File: src/verilog/adc_display_consts.vh
`ifndef ADC_DISPLAY_CONSTS_VH
`define ADC_DISPLAY_CONSTS_VH
// ---------------------------------------------------------------
// register offsets and fields
// ---------------------------------------------------------------
`define OFS_CTRL 8'h00
`define OFS_STATUS 8'h04
`define OFS_RESULT 8'h08
`define CTRL_RUN_BIT 0
`define CTRL_RESET 1'b1
// ---------------------------------------------------------------
// timing counts in conversion clocks
// ---------------------------------------------------------------
`define OSC_DIVIDE 2
`define INT_LOW_CLOCKS 10000
`define INT_HIGH_CLOCKS 1000
`define DE_MAX_CLOCKS 25000
`define REST_CLOCKS 16
`define GAIN_CLOCKS 16
`define SLOT_CLOCKS 64
// ---------------------------------------------------------------
// count thresholds and ramp weights
// ---------------------------------------------------------------
`define OVER_LIMIT 17'h04E1F
`define LOW_LIMIT 17'h003E8
`define STEP_COARSE 24'h000064
`define STEP_MID 24'h00000A
`define STEP_FINE 24'h000001
`endif

File: src/verilog/adc_display_control.v
// Design decisions made here: the register addresses and the APB interface to the registers.
`timescale 1ns/1ns
`include "adc_display_consts.vh"
module adc_display_control #(
  parameter INT_LOW_CLOCKS = `INT_LOW_CLOCKS,
  parameter INT_HIGH_CLOCKS = `INT_HIGH_CLOCKS,
  parameter DE_MAX_CLOCKS = `DE_MAX_CLOCKS,
  parameter REST_CLOCKS = `REST_CLOCKS,
  parameter GAIN_CLOCKS = `GAIN_CLOCKS,
  parameter SLOT_CLOCKS = `SLOT_CLOCKS
) (
  // clock and reset
  input wire pclk,
  input wire presetn,
  // apb slave
  input wire psel,
  input wire penable,
  input wire pwrite,
  input wire [31:0] paddr,
  input wire [31:0] pwdata,
  output reg [31:0] prdata,
  output wire pready,
  output reg pslverr,
  // analog front end
  input wire range_in,
  input wire zero_cross,
  input wire input_negative,
  input wire short_circuit_icon_below,
  input wire weak_supply,
  output wire [3:0] phase_code,
  output wire inputs_shorted,
  // shared flag pins
  input wire over_flag_in,
  output reg over_flag_out,
  output wire over_flag_oe,
  input wire low_count_flag_in,
  output reg low_count_flag_out,
  output wire low_count_flag_oe,
  // freeze pin
  input wire hold_in,
  input wire hold_float,
  output wire hold_out,
  output wire hold_oe,
  // continuity pin
  input wire short_circuit_icon_in,
  output reg short_circuit_icon_out,
  output wire short_circuit_icon_oe,
  // decimal point inputs
  input wire decimal_point_one,
  input wire decimal_point_two,
  // display
  output reg backplane_one,
  output reg backplane_two,
  output reg backplane_three,
  output reg [11:0] seg_r,
  output reg annunciator_drive
);

  // ---------------------------------------------------------------
  // phases
  // ---------------------------------------------------------------
  localparam [3:0] S_INT = 4'h0;
  localparam [3:0] S_DE1 = 4'h1;
  localparam [3:0] S_REST1 = 4'h2;
  localparam [3:0] S_GAIN1 = 4'h3;
  localparam [3:0] S_DE2 = 4'h4;
  localparam [3:0] S_REST2 = 4'h5;
  localparam [3:0] S_GAIN2 = 4'h6;
  localparam [3:0] S_DE3 = 4'h7;
  localparam [3:0] S_DONE = 4'h8;
  localparam [31:0] INT_LOW = INT_LOW_CLOCKS - 1;
  localparam [31:0] INT_HIGH = INT_HIGH_CLOCKS - 1;
  localparam [31:0] DE_MAX = DE_MAX_CLOCKS - 1;
  localparam [31:0] REST_LAST = REST_CLOCKS - 1;
  localparam [31:0] GAIN_LAST = GAIN_CLOCKS - 1;
  localparam [31:0] SLOT_LAST = SLOT_CLOCKS - 1;

  reg div_r;
  reg [3:0] state_r;
  reg [3:0] state_nxt;
  reg [14:0] cnt_r;
  reg pass_r;
  reg range_r;
  reg neg_r;
  reg signed [23:0] fine_r;
  reg signed [23:0] in_fine_r;
  reg signed [23:0] latch_r;
  reg run_r;
  reg update_r;
  reg [1:0] slot_r;
  reg [14:0] slot_cnt_r;
  reg pol_r;

  wire tick;
  wire phase_end;
  wire signed [23:0] reading;
  wire signed [23:0] corrected;
  wire signed [23:0] live;
  wire signed [23:0] shown;
  wire [23:0] latch_mag;
  wire [23:0] shown_mag;
  wire [16:0] mag;
  wire write_en;
  wire read_en;

  // ---------------------------------------------------------------
  // conversion clock
  // ---------------------------------------------------------------
  always @(posedge pclk or negedge presetn) begin
    if (!presetn) begin
      div_r <= 1'b0;
    end else begin
      div_r <= ~div_r;
    end
  end
  assign tick = div_r;

  // ---------------------------------------------------------------
  // measurement sequencer
  // ---------------------------------------------------------------
  assign phase_code = state_r;
  assign inputs_shorted = pass_r;
  assign reading = neg_r ? -fine_r : fine_r;
  assign corrected = in_fine_r - reading;

  assign phase_end = (state_r == S_INT) ?
                     (cnt_r == (range_r ? INT_HIGH[14:0] : INT_LOW[14:0])) :
                     (state_r == S_REST1 || state_r == S_REST2) ? (cnt_r == REST_LAST[14:0]) :
                     (state_r == S_GAIN1 || state_r == S_GAIN2) ? (cnt_r == GAIN_LAST[14:0]) :
                     (zero_cross || cnt_r == DE_MAX[14:0]);

  always @* begin
    case (state_r)
      S_INT: state_nxt = S_DE1;
      S_DE1: state_nxt = S_REST1;
      S_REST1: state_nxt = S_GAIN1;
      S_GAIN1: state_nxt = S_DE2;
      S_DE2: state_nxt = S_REST2;
      S_REST2: state_nxt = S_GAIN2;
      S_GAIN2: state_nxt = S_DE3;
      S_DE3: state_nxt = S_DONE;
      default: state_nxt = S_INT;
    endcase
  end

  always @(posedge pclk or negedge presetn) begin
    if (!presetn) begin
      state_r <= S_DONE;
      cnt_r <= 15'h0000;
      pass_r <= 1'b0;
      range_r <= 1'b0;
      neg_r <= 1'b0;
      fine_r <= 24'sh000000;
      in_fine_r <= 24'sh000000;
      latch_r <= 24'sh000000;
      update_r <= 1'b0;
    end else begin
      update_r <= 1'b0;
      if (tick) begin
        if (state_r == S_DONE) begin
          cnt_r <= 15'h0000;
          if (pass_r) begin
            pass_r <= 1'b0;
            if (hold_float || !hold_in) begin
              latch_r <= corrected / 24'sh000064;
              update_r <= 1'b1;
            end
          end else begin
            in_fine_r <= reading;
            pass_r <= 1'b1;
          end
          if (run_r || !pass_r) begin
            state_r <= S_INT;
            fine_r <= 24'sh000000;
            range_r <= range_in;
          end
        end else if (phase_end) begin
          state_r <= state_nxt;
          cnt_r <= 15'h0000;
          if (state_r == S_INT) begin
            neg_r <= input_negative;
          end
        end else begin
          cnt_r <= cnt_r + 15'h0001;
          case (state_r)
            S_DE1: fine_r <= fine_r + `STEP_COARSE;
            S_DE2: fine_r <= fine_r - `STEP_MID;
            S_DE3: fine_r <= fine_r + `STEP_FINE;
            default: fine_r <= fine_r;
          endcase
        end
      end
    end
  end

  // ---------------------------------------------------------------
  // flags and shared pins
  // ---------------------------------------------------------------
  assign latch_mag = latch_r[23] ? -latch_r : latch_r;
  assign live = (neg_r ? -fine_r : fine_r) / 24'sh000064;
  assign shown = (!hold_float && !hold_in) ? live : latch_r;
  assign shown_mag = shown[23] ? -shown : shown;
  assign mag = (shown_mag > 24'h01FFFF) ? 17'h1FFFF : shown_mag[16:0];
  assign over_flag_oe = 1'b1;
  assign low_count_flag_oe = 1'b1;
  assign short_circuit_icon_oe = 1'b1;
  assign hold_oe = 1'b1;
  assign hold_out = ~update_r;

  always @(posedge pclk or negedge presetn) begin
    if (!presetn) begin
      over_flag_out <= 1'b0;
      low_count_flag_out <= 1'b0;
      short_circuit_icon_out <= 1'b0;
    end else begin
      over_flag_out <= (latch_mag > {7'h00, `OVER_LIMIT});
      low_count_flag_out <= (latch_mag < {7'h00, `LOW_LIMIT});
      short_circuit_icon_out <= short_circuit_icon_below;
    end
  end

  // ---------------------------------------------------------------
  // digit decode
  // ---------------------------------------------------------------
  function [6:0] seg7;
    input [3:0] d;
    begin
      case (d) // bits g f e d c b a
        4'h0: seg7 = 7'h3F;
        4'h1: seg7 = 7'h06;
        4'h2: seg7 = 7'h5B;
        4'h3: seg7 = 7'h4F;
        4'h4: seg7 = 7'h66;
        4'h5: seg7 = 7'h6D;
        4'h6: seg7 = 7'h7D;
        4'h7: seg7 = 7'h07;
        4'h8: seg7 = 7'h7F;
        4'h9: seg7 = 7'h6F;
        default: seg7 = 7'h00;
      endcase
    end
  endfunction

  wire [16:0] units_v = mag % 17'h0000A;
  wire [16:0] tens_v = (mag / 17'h0000A) % 17'h0000A;
  wire [16:0] hundreds_v = (mag / 17'h00064) % 17'h0000A;
  wire [16:0] thousands_v = (mag / 17'h003E8) % 17'h0000A;
  wire [6:0] dg1 = seg7(units_v[3:0]);
  wire [6:0] dg2 = seg7(tens_v[3:0]);
  wire [6:0] dg3 = seg7(hundreds_v[3:0]);
  wire [6:0] dg4 = seg7(thousands_v[3:0]);
  wire lead_one = (mag >= 17'h02710);
  wire minus = shown[23];

  // per pin: bit0 for first backplane, bit1 second, bit2 third
  wire [35:0] map;
  assign map[2:0] = {short_circuit_icon_in, dg1[2], dg1[1]};
  assign map[5:3] = {dg1[3], dg1[6], dg1[0]};
  assign map[8:6] = {decimal_point_one, dg1[4], dg1[5]};
  assign map[11:9] = {weak_supply, dg2[2], dg2[1]};
  assign map[14:12] = {dg2[3], dg2[6], dg2[0]};
  assign map[17:15] = {decimal_point_two, dg2[4], dg2[5]};
  assign map[20:18] = {minus, dg3[2], dg3[1]};
  assign map[23:21] = {dg3[3], dg3[6], dg3[0]};
  assign map[26:24] = {low_count_flag_in, dg3[4], dg3[5]};
  assign map[29:27] = {lead_one, dg4[2], dg4[1]};
  assign map[32:30] = {dg4[6], dg4[3], dg4[0]};
  assign map[35:33] = {over_flag_in, dg4[4], dg4[5]};

  // ---------------------------------------------------------------
  // backplane multiplexer
  // ---------------------------------------------------------------
  reg [11:0] lit;
  integer i;
  always @* begin
    lit = 12'h000;
    for (i = 0; i < 12; i = i + 1) begin
      lit[i] = map[i * 3 + slot_r];
    end
  end

  always @(posedge pclk or negedge presetn) begin
    if (!presetn) begin
      slot_r <= 2'h0;
      slot_cnt_r <= 15'h0000;
      pol_r <= 1'b0;
      backplane_one <= 1'b0;
      backplane_two <= 1'b0;
      backplane_three <= 1'b0;
      seg_r <= 12'h000;
      annunciator_drive <= 1'b0;
    end else begin
      if (tick) begin
        if (slot_cnt_r == SLOT_LAST[14:0]) begin
          slot_cnt_r <= 15'h0000;
          if (slot_r == 2'h2) begin
            slot_r <= 2'h0;
            pol_r <= ~pol_r;
          end else begin
            slot_r <= slot_r + 2'h1;
          end
        end else begin
          slot_cnt_r <= slot_cnt_r + 15'h0001;
        end
      end
      backplane_one <= (slot_r == 2'h0) ? pol_r : ~pol_r;
      backplane_two <= (slot_r == 2'h1) ? pol_r : ~pol_r;
      backplane_three <= (slot_r == 2'h2) ? pol_r : ~pol_r;
      seg_r <= pol_r ? ~lit : lit;
      annunciator_drive <= pol_r;
    end
  end

  // ---------------------------------------------------------------
  // apb registers
  // ---------------------------------------------------------------
  assign pready = 1'b1;
  assign write_en = psel && penable && pwrite;
  assign read_en = psel && !pwrite;

  always @(posedge pclk or negedge presetn) begin
    if (!presetn) begin
      run_r <= `CTRL_RESET;
    end else if (write_en && paddr[7:0] == `OFS_CTRL) begin
      run_r <= pwdata[`CTRL_RUN_BIT];
    end
  end

  always @* begin
    prdata = 32'h00000000;
    pslverr = 1'b0;
    if (read_en || write_en) begin
      case (paddr[7:0])
        `OFS_CTRL: prdata = {31'h00000000, run_r};
        `OFS_STATUS: prdata = {22'h000000, update_r, pass_r, state_r,
                               short_circuit_icon_out, range_r, low_count_flag_out, over_flag_out};
        `OFS_RESULT: prdata = {{8{latch_r[23]}}, latch_r};
        default: pslverr = penable;
      endcase
    end
  end

endmodule // adc_display_control

File: config.mk
export PLATFORM = sky130hd
export DESIGN_NAME = adc_display_control
export DESIGN_NICKNAME = d
export VERILOG_FILES = /design/src/verilog/adc_display_control.v
export VERILOG_INCLUDE_DIRS = /design/src /design/src/verilog
export SDC_FILE = /design/constraint.sdc
export NUM_CORES = 1
export LEC_CHECK = 0
export BUFFER_PORTS_ARGS = -buffer_cell sky130_fd_sc_hd__buf_2
export CAP_MARGIN = 40
export CORE_MARGIN = 3
export CORE_UTILIZATION = 55
export CTS_CLUSTER_DIAMETER = 60
export DETAILED_ROUTE_END_ITERATION = 10
export PLACE_DENSITY_LB_ADDON = 0.2
export RECOVER_POWER = 50
export SYNTH_ARGS = -nofsm -noshare
export SYNTH_HDL_FRONTEND = slang
export SYNTH_SLANG_ARGS = --single-unit
export TNS_END_PERCENT = 10
File: constraint.sdc
create_clock -name pclk -period 21.7 [get_ports pclk]
set_input_delay 6.51 -clock pclk [delete_from_list [all_inputs] [get_ports pclk]]
set_output_delay 6.51 -clock pclk [all_outputs]
set_load 0.01 [all_outputs]
# After elaboration in Yosys (flattened, before gate mapping)
# Memory sizes are Yosys's and may differ from the RTL's.
# Index checks and enable logic that the tools add are counted.
op_classes:
  add_sub_neg: 21
  mul: 0
  n_div: 9
  order_cmp: 16
  eq_ne: 18
  n_shift: 0
  mux: 58
  n_bitwise: 6
  reduce_logical: 30
ops:
  columns: ["cell", "count"]
  rows:
  - ["24-bit two-way mux", 7]
  - ["32-bit one-hot mux with 3 select lines", 1]
  - ["24-bit negation", 3]
  - ["24-bit one-hot mux with 3 select lines", 1]
  - ["17-bit by 4-bit remainder unit with 17-bit output (second input constant)", 4]
  - ["1-bit binary-select mux with 6-bit select", 11]
  - ["24-bit by 8-bit divider with 24-bit output (second input constant)", 2]
  - ["15-bit two-way mux", 3]
  - ["6-bit by 7-bit < comparator with 1-bit output (second input constant)", 5]
  - ["32-bit two-way mux", 1]
  - ["15-bit by 1-bit adder with 15-bit output (second input constant)", 2]
  - ["5-bit by 2-bit adder with 6-bit output (first input constant)", 5]
  - ["1-bit two-way mux", 25]
  - ["24-bit by 1-bit adder with 24-bit output (second input constant)", 1]
  - ["24-bit by 7-bit adder with 24-bit output (second input constant)", 1]
  - ["24-bit by 15-bit greater-than comparator with 1-bit output (second input constant)", 1]
  - ["24-bit by 17-bit greater-than comparator with 1-bit output (second input constant)", 1]
  - ["24-bit by 10-bit < comparator with 1-bit output (second input constant)", 1]
  - ["24-bit subtractor", 1]
  - ["24-bit by 4-bit subtractor with 24-bit output (second input constant)", 1]
  - ["5-bit by 7-bit < comparator with 1-bit output (second input constant)", 3]
  - ["17-bit by 10-bit divider with 17-bit output (second input constant)", 1]
  - ["17-bit by 4-bit divider with 17-bit output (second input constant)", 1]
  - ["17-bit by 7-bit divider with 17-bit output (second input constant)", 1]
  - ["43 further kinds", 75]
word_totals:
  regBits: 134
  latchBits: 0
  ram_bits: 0
  romBits: 480
  inputBits: 81
  output_inout_bits: 63
  wordCells: 185
  mem_count: 5
mem_list:
  columns: ["memory", "words", "width", "read_ports", "rd_ports_with_merged_regs", "wr", "line", "rtl"]
  rows:
  - ["(name not given)", 16, 7, 1, 0, 0, "adc_display_control.v:228", "case (d)"]
  - ["(name not given)", 16, 7, 1, 0, 0, "adc_display_control.v:228", null]
  - ["(name not given)", 16, 7, 1, 0, 0, "adc_display_control.v:228", null]
  - ["(name not given)", 16, 7, 1, 0, 0, "adc_display_control.v:228", null]
  - ["(name not given)", 8, 4, 1, 0, 0, "adc_display_control.v:133", "case (state_r)"]

# Longest topological paths before layout
# Gate-level depths: netlist (run 1).
# An unclocked memory read counts as a cell.
depth:
  depth_word: 15
  mapped_depth: 109
  ltp_nobuf: 93

# Least setup slack after synthesis (run 1)
# Ideal clock, no wire load.
synth_timing:
  path_type: "register to register"
  from: "register fine_r[2]"
  to: "register seg_r[7]"
  setup_ns: 0.080
  arrival_ns: 23.552
  required_time_ns: 21.620
  setup_slack_ns: -1.931
  path_stages_with_launch: 95
  path_buffers: 10
  synth_period_minus_slack_ns: 23.631
  cell_sequence: "dfrtp_1 clkbuf_1 inv_1 ha_1 nor4b_4 nand4_1 o21ai_1 xnor2_1 bufinv_8 and4_1 a31o_2 o31a_4 nor2_4 o2111ai_4 a211oi_2 mux2i_1 buf_2 nor2_1 [59 not listed] o311ai_1 o21ai_0 ha_1 maj3_1 mux2_2 mux2i_2 xnor2_1 ha_1 a211oi_2 nand2_1 o21ai_1 ha_1 inv_1 mux4_2 a211oi_1 a211oi_1 a31oi_1 xnor2_1"
synth_via:
  elab_chain_cells: 15
  word_cells_on_any_way: 24
  cone_classes: "2 x add/sub; 8 x div; 2 x order compare; 7 x mux; 1 x bitwise; 4 x memory"
synth_rtl:
  columns: ["element", "line", "rtl"]
  rows:
  - ["from (decl)", "adc_display_control.v:85", "reg signed [23:0] fine_r;"]
  - ["from (signal assigned)", "adc_display_control.v:186", "S_DE1: fine_r <= fine_r + `STEP_COARSE;"]
  - ["from (signal assigned)", "adc_display_control.v:187", "S_DE2: fine_r <= fine_r - `STEP_MID;"]
  - ["from (signal assigned)", "adc_display_control.v:188", "S_DE3: fine_r <= fine_r + `STEP_FINE;"]
  - ["24-bit negation", "adc_display_control.v:200", "assign live = (neg_r ? -fine_r : fine_r) / 24'sh000064;"]
  - ["24-bit two-way mux *", "adc_display_control.v:200", null]
  - ["24-bit by 8-bit divider with 24-bit output *", "adc_display_control.v:200", null]
  - ["24-bit two-way mux *", "adc_display_control.v:201", "assign shown = (!hold_float && !hold_in) ? live : latch_r;"]
  - ["24-bit negation", "adc_display_control.v:202", "assign shown_mag = shown[23] ? -shown : shown;"]
  - ["24-bit two-way mux", "adc_display_control.v:202", null]
  - ["24-bit by 17-bit greater-than comparator with 1-bit output", "adc_display_control.v:203", "assign mag = (shown_mag > 24'h01FFFF) ? 17'h1FFFF : shown_mag[16:0];"]
  - ["17-bit two-way mux", "adc_display_control.v:203", null]
  - ["17-bit by 4-bit divider with 17-bit output, or another cell as far along", "adc_display_control.v:245", "wire [16:0] tens_v = (mag / 17'h0000A) % 17'h0000A;"]
  - ["17-bit by 4-bit remainder unit with 17-bit output (on tied branches)", "adc_display_control.v:245, adc_display_control.v:246, adc_display_control.v:247", null]
  - ["memory 16 x 7 bit", null, null]
  - ["1-bit binary-select mux with 6-bit select *", "adc_display_control.v:278", "lit[i] = map[i * 3 + slot_r];"]
  - ["1-bit two-way mux (implied by the code) *", "adc_display_control.v:278", null]
  - ["12-bit NOT", "adc_display_control.v:309", "seg_r <= pol_r ? ~lit : lit;"]
  - ["12-bit two-way mux *", "adc_display_control.v:309", null]
  - ["to (signal assigned)", "adc_display_control.v:309", null]
  - ["to (decl)", "adc_display_control.v:55", "output reg [11:0] seg_r,"]
# Mark *: on every way between the ends. The rest lies on a longest branch, timed or not. The select of a mux whose other input is x is not followed.
# A chain may end at the register's enable or synchronous reset.

# Worst setup path after layout (run 1)
layout_timing:
  from: "register fine_r[1]"
  to: "register seg_r[7]"
# Same word-level chain as after synthesis.

==> results of run 1 <==
## routing by layer
layer / share of wire, % / vias up
met5: 0 / -
met4: 4.9 / 0
met3: 7.0 / 358
met2: 47 / 1619
met1: 41 / 16200
li1: - / 16200
## worst max-delay path by stage
stage / startpoint / slack [ns] / end / cells after the start
2_1_floorplan: fine_r[8]$_DFFE_PN0P_ / -0.38 / seg_r[7]$_DFF_PN0_ / 90
6_report: fine_r[1]$_DFFE_PN0P_ / -0.89 / seg_r[7]$_DFF_PN0_ / 104
3_3_place_gp: fine_r[2]$_DFFE_PN0P_ / -0.76 / seg_r[7]$_DFF_PN0_ / 97
5_1_grt: fine_r[1]$_DFFE_PN0P_ / -2.00 / seg_r[5]$_DFF_PN0_ / 105
4_1_cts: fine_r[1]$_DFFE_PN0P_ / -0.29 / seg_r[3]$_DFF_PN0_ / 102
3_5_place_dp: fine_r[1]$_DFFE_PN0P_ / -1.21 / seg_r[5]$_DFF_PN0_ / 99
## cell usage after synthesis, types with 16 or more instances
| library cell | instances | area [µm²] |
|---|---|---|
| clkbuf_1 | 104 | 390 |
| nor2b_1 | 20 | 125 |
| a2111oi_0 | 21 | 184 |
| o2111ai_1 | 18 | 158 |
| nand3_1 | 130 | 651 |
| a21oi_1 | 275 | 1380 |
| buf_4 | 45 | 338 |
| dfrtp_1 | 132 | 3300 |
| or2_1 | 16 | 100 |
| nor2_1 | 381 | 1430 |
| a211o_1 | 21 | 184 |
| o22ai_1 | 27 | 169 |
| o21a_1 | 40 | 300 |
| or3_1 | 45 | 282 |
| o31a_1 | 17 | 149 |
| nor4_1 | 53 | 332 |
| and3_1 | 54 | 338 |
| a22oi_1 | 27 | 203 |
| o211ai_1 | 52 | 390 |
| nor3_1 | 149 | 746 |
| nand4_1 | 43 | 269 |
| and2_1 | 75 | 469 |
| ha_1 | 85 | 1060 |
| xnor2_1 | 182 | 1590 |
| and4_1 | 17 | 149 |
| or4_1 | 16 | 120 |
| o21ai_0 | 242 | 1210 |
| mux2i_1 | 55 | 551 |
| or2_2 | 31 | 194 |
| o21ai_1 | 48 | 240 |
| inv_1 | 127 | 477 |
| nand2b_1 | 32 | 200 |
| buf_6 | 20 | 225 |
| mux2_2 | 26 | 293 |
| a21o_1 | 50 | 375 |
| xor2_1 | 82 | 718 |
| a211oi_1 | 60 | 450 |
| buf_2 | 23 | 115 |
| a31oi_1 | 74 | 463 |
| a21boi_0 | 24 | 180 |
| o221ai_1 | 24 | 210 |
| nand2_1 | 386 | 1450 |
| o31ai_1 | 43 | 323 |
## area by class of cell
class	instances	area [µm²]
diodes	1	2.50
repair buffers	1003	7400
fillers	3695	11900
clock inverters	11	171
well taps	664	831
flip-flops and latches	134	3360
inverters	138	537
clock buffers	21	470
multi-input cells	3376	24400
## flip-flops by register name (all words and copies together), names as in the netlist, 2 cells and up
name	cells
fine_r	24
latch_r	24
slot_cnt_r	15
slot_r	2
cnt_r	15
in_fine_r	24
phase_code	4
seg_r	12
## cell families (layout without fill, tap and decap cells)
logic type	count (synthesis)	in the layout
fa+ha+maj	101	101
mux	96	96
flops	134	134
compound gates	1364	1364
xor+xnor	273	273
simple gates	1537	1537
buf+inv	344	1173
other cells	1	6
## power breakdown
group          internal (mW)  switching [mW]  total, mW
Sequential             0.275         0.00342      0.278
Combinational           1.72            1.74       3.46
Clock                  0.202           0.120      0.321
Total                   2.19            1.86       4.06
## timing repair
item | CTS | global route
setup buffers | 50 | 6
endpoints found under the setup margin | 21 | 36
pin swaps | 96 | 9
gates resized for setup | 193 | 72
==> metrics.txt, run 1 <==
crit path max-delay cell type a311o_2; max_cap viols 4; FP Rows 81; asr flop ratio synth 100%; hold_ws around 0.48 ns; Final WS setup -0.890 ns; min Tclk post-route 22.59 ns; HPWL after DPL about 72 mm; via count around 34,000; CP Launch Type register; initial antenna violation count 1; Ys Warns 0; CTS tree built; Worst path top cell family by delay compound AO/OA/AOI/OAI gates; Core Util, Final 75.8%; mapped cell area 0.0274 mm²; Crit Path Class reg -> reg; crit end category register; failing checks capacitance limit, slew limit, setup timing; multiplexer share of the synthesized area between 4 and 5%; CP required roughly 22 ns; Ports 144; Total Power approximately 4 mW; Worst R2R Setup Slack -0.89 ns; flops & latches, synth between 100 and 150; Routed Antenna Nets 0; Worst Hold Path EP slot_cnt_r[14]$_DFFE_PN0P_; placed insts roughly 5,300; Total Neg Setup Slack -8.49 ns; Syn Area/Cell between 7 and 8 µm²; largest net degree at the start of global routing 76; Core Box Area between 0.04 and 0.05 mm²; clk_lat worst skew roughly 0.45 ns; # clock sinks around 130; Min-Delay Path Class reg -> reg; cts bufs inserted 17; RSZ-0062 raised after global routing true; final instance area around 0.037 mm²; main combinational cell family by area after synthesis compound AO/OA/AOI/OAI gates; FMAX about 44 MHz; dpl cell area 0.0348 mm²; Layout area overhead 35.7%; leakage power between 15 and 20 nW; reg-to-reg endpoint seg_r[7]$_DFF_PN0_; depth of the worst register-to-register path around 100; Worst R2R Start fine_r[1]$_DFFE_PN0P_; global route overflow 0; final setup vio count 12; PortBufs between 80 and 90; GP Congestion 0.994; first-pass GRT wire length between 150 and 200 mm; Min-Delay Startpoint slot_cnt_r[14]$_DFFE_PN0P_; Pwr per Cell Area roughly 110 mW/mm²; period utilization 104%; initial core utilization a little under three fifths; Post-Synth Simple-Gate Area approximately 28%; CTS root buf clkbuf_16; max_slew headroom -177%; crit path buf inv count 22; Nets a little under 5,000; Setup Skew ~0.014 ns; Worst VDD drop 0.000233 V; Residual DRC 0; all-layer global routing usage a little over a third; grt met2 use about three fifths; commonest non-fill, non-tap cells in the layout buf_4 (901), nand2_1 (376), nor2_1 (369); met1 Track Usage GR a little over two fifths; Syn Inst Count around 3,900; GR peak layer met2; Hold Path Depth 1; Synth Area in XOR/XNOR 9.04%; DR vias/cell ~6.4; final WL about 98 mm; CTS Hold Bufs 0; sequential share of the synthesized area between 10% and 20%; Worst Tran Pin Value 4.15 ns; Yosys cell types 167; die area about 0.053 mm²; first-iteration detailed-routing DRC count around 3,100; Post-Synth Adder-Cell Area between 4 and 5%; CP peak stage delay 0.49 ns; Non-Filler Instances 5,348; commonest non-fill, non-tap cell in the layout buf_4; Final Hold Fails 0; WP data arrival between 20 and 25 ns; pre-CTS setup slack -1.21 ns; run status complete, but fails checks; Final Max Slew Viols around 210; EDFF count, synth 0; average wire per standard cell 18.2 µm; Most used DFF post-synth dfrtp_1; Die W between 200 and 250 µm; height of the die 229 µm; CP dominant cell by count buf_4; Max Fanout on Critical Path 8; Worst-path clk slew 0.06 ns; Compound-Gate Fraction of Synth Area 35.6%; vias in the first global route 32,100; met3 Use GR under 10%; H-tree levels 4; DR pass1 iterations 6; layout cells sized above 1 about a third; Max clock buf depth 2
No activity file was read; power rests on OpenSTA's default activity.
==> run 2, diff against run 1 <==
Settings changed: ABC_AREA set to 1.
==> run 2 against run 1 <==
The run ends with capacitance limit, slew limit left. Fmax increased by 14%. Critical path depth increased by 61. Clock skew decreased by 0.0037 ns. Die area decreased by 5.9%. Critical endpoint is now seg_r[5]$_DFF_PN0_. Critical path type unchanged.
==> metrics.txt, run 2 <==
crit end category register (unchanged); reg-to-reg endpoint seg_r[5]$_DFF_PN0_ (was seg_r[7]$_DFF_PN0_); min Tclk post-route 19.80 ns (was 22.59 ns); final WL 66.9 mm (was 97.6 mm); GP Congestion 0.944 (was 0.994); vias in the first global route 23,600 (was 32,100); Min-Delay Startpoint slot_cnt_r[14]$_DFFE_PN0P_ (unchanged); first-iteration detailed-routing DRC count 1,553 (was 3,131); initial antenna violation count 0 (was 1); DR vias/cell 5.41 (was 6.43); first-pass GRT wire length 112 mm (was 157 mm); placed insts 4,761 (was 5,258); Max Fanout on Critical Path 12 (was 8); flops & latches, synth 134 (unchanged); CP required 22.03 ns (was 21.99 ns); final instance area 0.0275 mm² (was 0.0372 mm²); Post-synth top cells nand2_1 (961), inv_1 (489), nand3_1 (410), nor2_1 (323), nand2_2 (220) (was nand2_1 (386), nor2_1 (381), a21oi_1 (275), o21ai_0 (242), xnor2_1 (182)); CTS root buf clkbuf_16 (unchanged); layout cells sized above 1 22.7% (was 32.1%); Routed Antenna Nets 0 (unchanged); Crit Path Class reg -> reg (unchanged); EDFF count, synth 0 (unchanged); max_cap viols 2 (was 4); share of the synthesized area in the top cell type 14.0% (was 12.1%); mapped cell area 0.0258 mm² (was 0.0274 mm²); top cells by area, synth nand2_1 (14%), dfrtp_1 (13%), nand3_1 (8.0%) (was dfrtp_1 (12%), xnor2_1 (5.8%), nand2_1 (5.3%)); Worst-path clk slew 0.07 ns (was 0.06 ns); Worst R2R Setup Slack 1.90 ns (was -0.89 ns); run status complete, but fails checks (unchanged); FMAX 50.5 MHz (was 44.3 MHz); via count 26,100 (was 34,400); cts bufs inserted 17 (unchanged); CTS tree built (unchanged); PortBufs 83 (unchanged); CP dominant cell by count nand2_4 (was buf_4); all-layer global routing usage 26.2% (was 34.9%); Worst Tran Pin Value 3.41 ns (was 4.15 ns); Yosys cell types 86 (was 167); Top Registers fine_r (24), in_fine_r (24), latch_r (24) (unchanged); height of the die 222 µm (was 229 µm); Most used DFF post-synth dfrtp_1 (unchanged); Final Max Slew Viols 111 (was 205); final setup vio count 0 (was 12); die area 0.0495 mm² (was 0.0525 mm²); WP data arrival 20.13 ns (was 22.88 ns); Final Hold Fails 0 (unchanged); end point of the critical path seg_r[5]$_DFF_PN0_ (was seg_r[7]$_DFF_PN0_); crit path max-delay cell type dfrtp_2 (was a311o_2); Core Box Area 0.0458 mm² (was 0.0491 mm²); Ports 144 (unchanged); Min-Delay Path Class reg -> reg (unchanged); area leader, netlist nand2_1 (was dfrtp_1); Total Neg Setup Slack 0 ns (was -8.49 ns); antenna cell count 0 (was 1); sequential share of the synthesized area 13.0% (was 12.2%); commonest non-fill, non-tap cells in the layout nand2_1 (950), inv_1 (486), nand3_1 (405) (was buf_4 (901), nand2_1 (376), nor2_1 (369)); commonest non-fill, non-tap cell in the layout nand2_1 (was buf_4); Worst Setup SP fine_r[1]$_DFFE_PN0P_ (unchanged); FP Rows 78 (was 81); Hold Path Depth 1 (unchanged); CP peak stage delay 0.45 ns (was 0.49 ns); failing checks capacitance limit, slew limit (was capacitance limit, slew limit, setup timing); global route overflow 0 (unchanged); clk_lat worst skew 0.45 ns (about the same); HPWL after DPL 52.8 mm (was 71.6 mm); max_slew headroom -127% (was -177%); most instantiated library cell after synthesis nand2_1 (unchanged); Nets 4,372 (was 4,837); fillers 4,488 (was 3,695); # clock sinks 134 (unchanged); Die W 222 µm (was 229 µm); H-tree levels 4 (unchanged); Final WS setup 1.90 ns (was -0.890 ns); CTS Hold Bufs 0 (unchanged); Setup Skew 0.00987 ns (was 0.0136 ns); Residual DRC 0 (unchanged); Max clock buf depth 2 (unchanged); Syn Inst Count 4,145 (was 3,850); Worst R2R Start fine_r[1]$_DFFE_PN0P_ (unchanged); Layout area overhead 6.77% (was 35.7%); period utilization 91.2% (was 104%); Syn Area/Cell 6.21 µm² (was 7.12 µm²); depth of the worst register-to-register path 165 (was 104); initial core utilization 56.3% (was 55.9%); asr flop ratio synth 100% (unchanged); Ys Warns 0 (unchanged); dpl cell area 0.0264 mm² (was 0.0348 mm²); pre-CTS setup slack 0.899 ns (was -1.21 ns); Non-Filler Instances 4,817 (was 5,348); DR pass1 iterations 6 (unchanged); average wire per standard cell 13.9 µm (was 18.2 µm); CP Launch Type register (unchanged); largest net degree at the start of global routing 61 (was 76)
## run 2: cell count changes in the layout (fill, tap and decap cells not counted), moves of 56 or more
cell and delta:
nor2_2 +56, nand2_4 +126, a21oi_1 -150, buf_4 -862, and2_1 -66, nand3_2 +62, nand2_1 +574, nand3_1 +283
nand2_2 +209, inv_2 +93, xnor2_1 -125, inv_1 +362, xor2_1 +82
## run 2: critical path, delay by kind of cell, from the launching register on
family / cells / cell delay, ns
AO/OA/AOI/OAI: 8 / 1.33
AND/OR/NAND/NOR: 129 / 14.12
adder cells (fa/ha/maj): 5 / 1.05
XOR/XNOR: 4 / 0.88
flip-flops: 1 / 0.45
buffers and inverters: 19 / 1.75
## run 2: worst min-delay path by stage
| stage | to | slack, ns |
|---|---|---|
| final | slot_cnt_r[14]$_DFFE_PN0P_ | 0.49 |
| after global routing | in_fine_r[5]$_DFFE_PN0P_ | 0.51 |
| after CTS | slot_cnt_r[14]$_DFFE_PN0P_ | 0.49 |
| after detailed placement | in_fine_r[9]$_DFFE_PN0P_ | 0.48 |
| after global placement | in_fine_r[18]$_DFFE_PN0P_ | 0.47 |
| after floorplan | annunciator_drive$_DFF_PN0_ | 0.43 |
## run 2: what timing repair did
action                                  4_1_cts  5_1_grt
buffers inserted                              0       23
endpoints found under the setup margin        0       36
gates resized for setup                       0       92
## run 2: cell type report
cell class	count	area (µm²)	share of cell area, %
flip-flops and latches	134	3360	12.2
clock inverters	14	165	0.601
clock buffers	18	439	1.60
repair inverters	1	5.00	0.0182
repair buffers	129	757	2.75
inverters	632	2530	9.20
well taps	600	751	2.73
multi-input cells	3289	19500	70.9
## run 2: metal layers
metal	up-vias	global-route usage (%)	routed length (µm)
met1	11900	35.3	30700
li1	13500	-	-
met3	109	1.73	2830
met5	-	0	0
met4	0	7.61	1770
met2	545	45.3	31700
## run 2: logic make-up (layout without fill, tap and decap cells)
group / count (synthesis) / after routing / synth area share (%)
multiplexers: 2 / 2 / 0.0777
AND/OR/NAND/NOR: 2462 / 2462 / 50.4
adder cells (fa/ha/maj): 87 / 87 / 4.26
flip-flops: 134 / 134 / 13.0
buffers and inverters: 726 / 794 / 12.9
AO/OA/AOI/OAI: 533 / 533 / 12.4
XOR/XNOR: 200 / 200 / 7.02
other: 1 / 5 / 0.0146
## run 2: through the flow
stage	hold WS [ns]	util, %
5_1_grt	0.513	60.1
3_5_place_dp	0.481	57.6
4_1_cts	0.494	59.0
2_1_floorplan	0.431	-
3_3_place_gp	0.474	57.5
6_report	0.491	60.1
Power of run 2 is not shown: default switching activity piles up to over one toggle a cycle in this logic, so the estimate is an artifact.
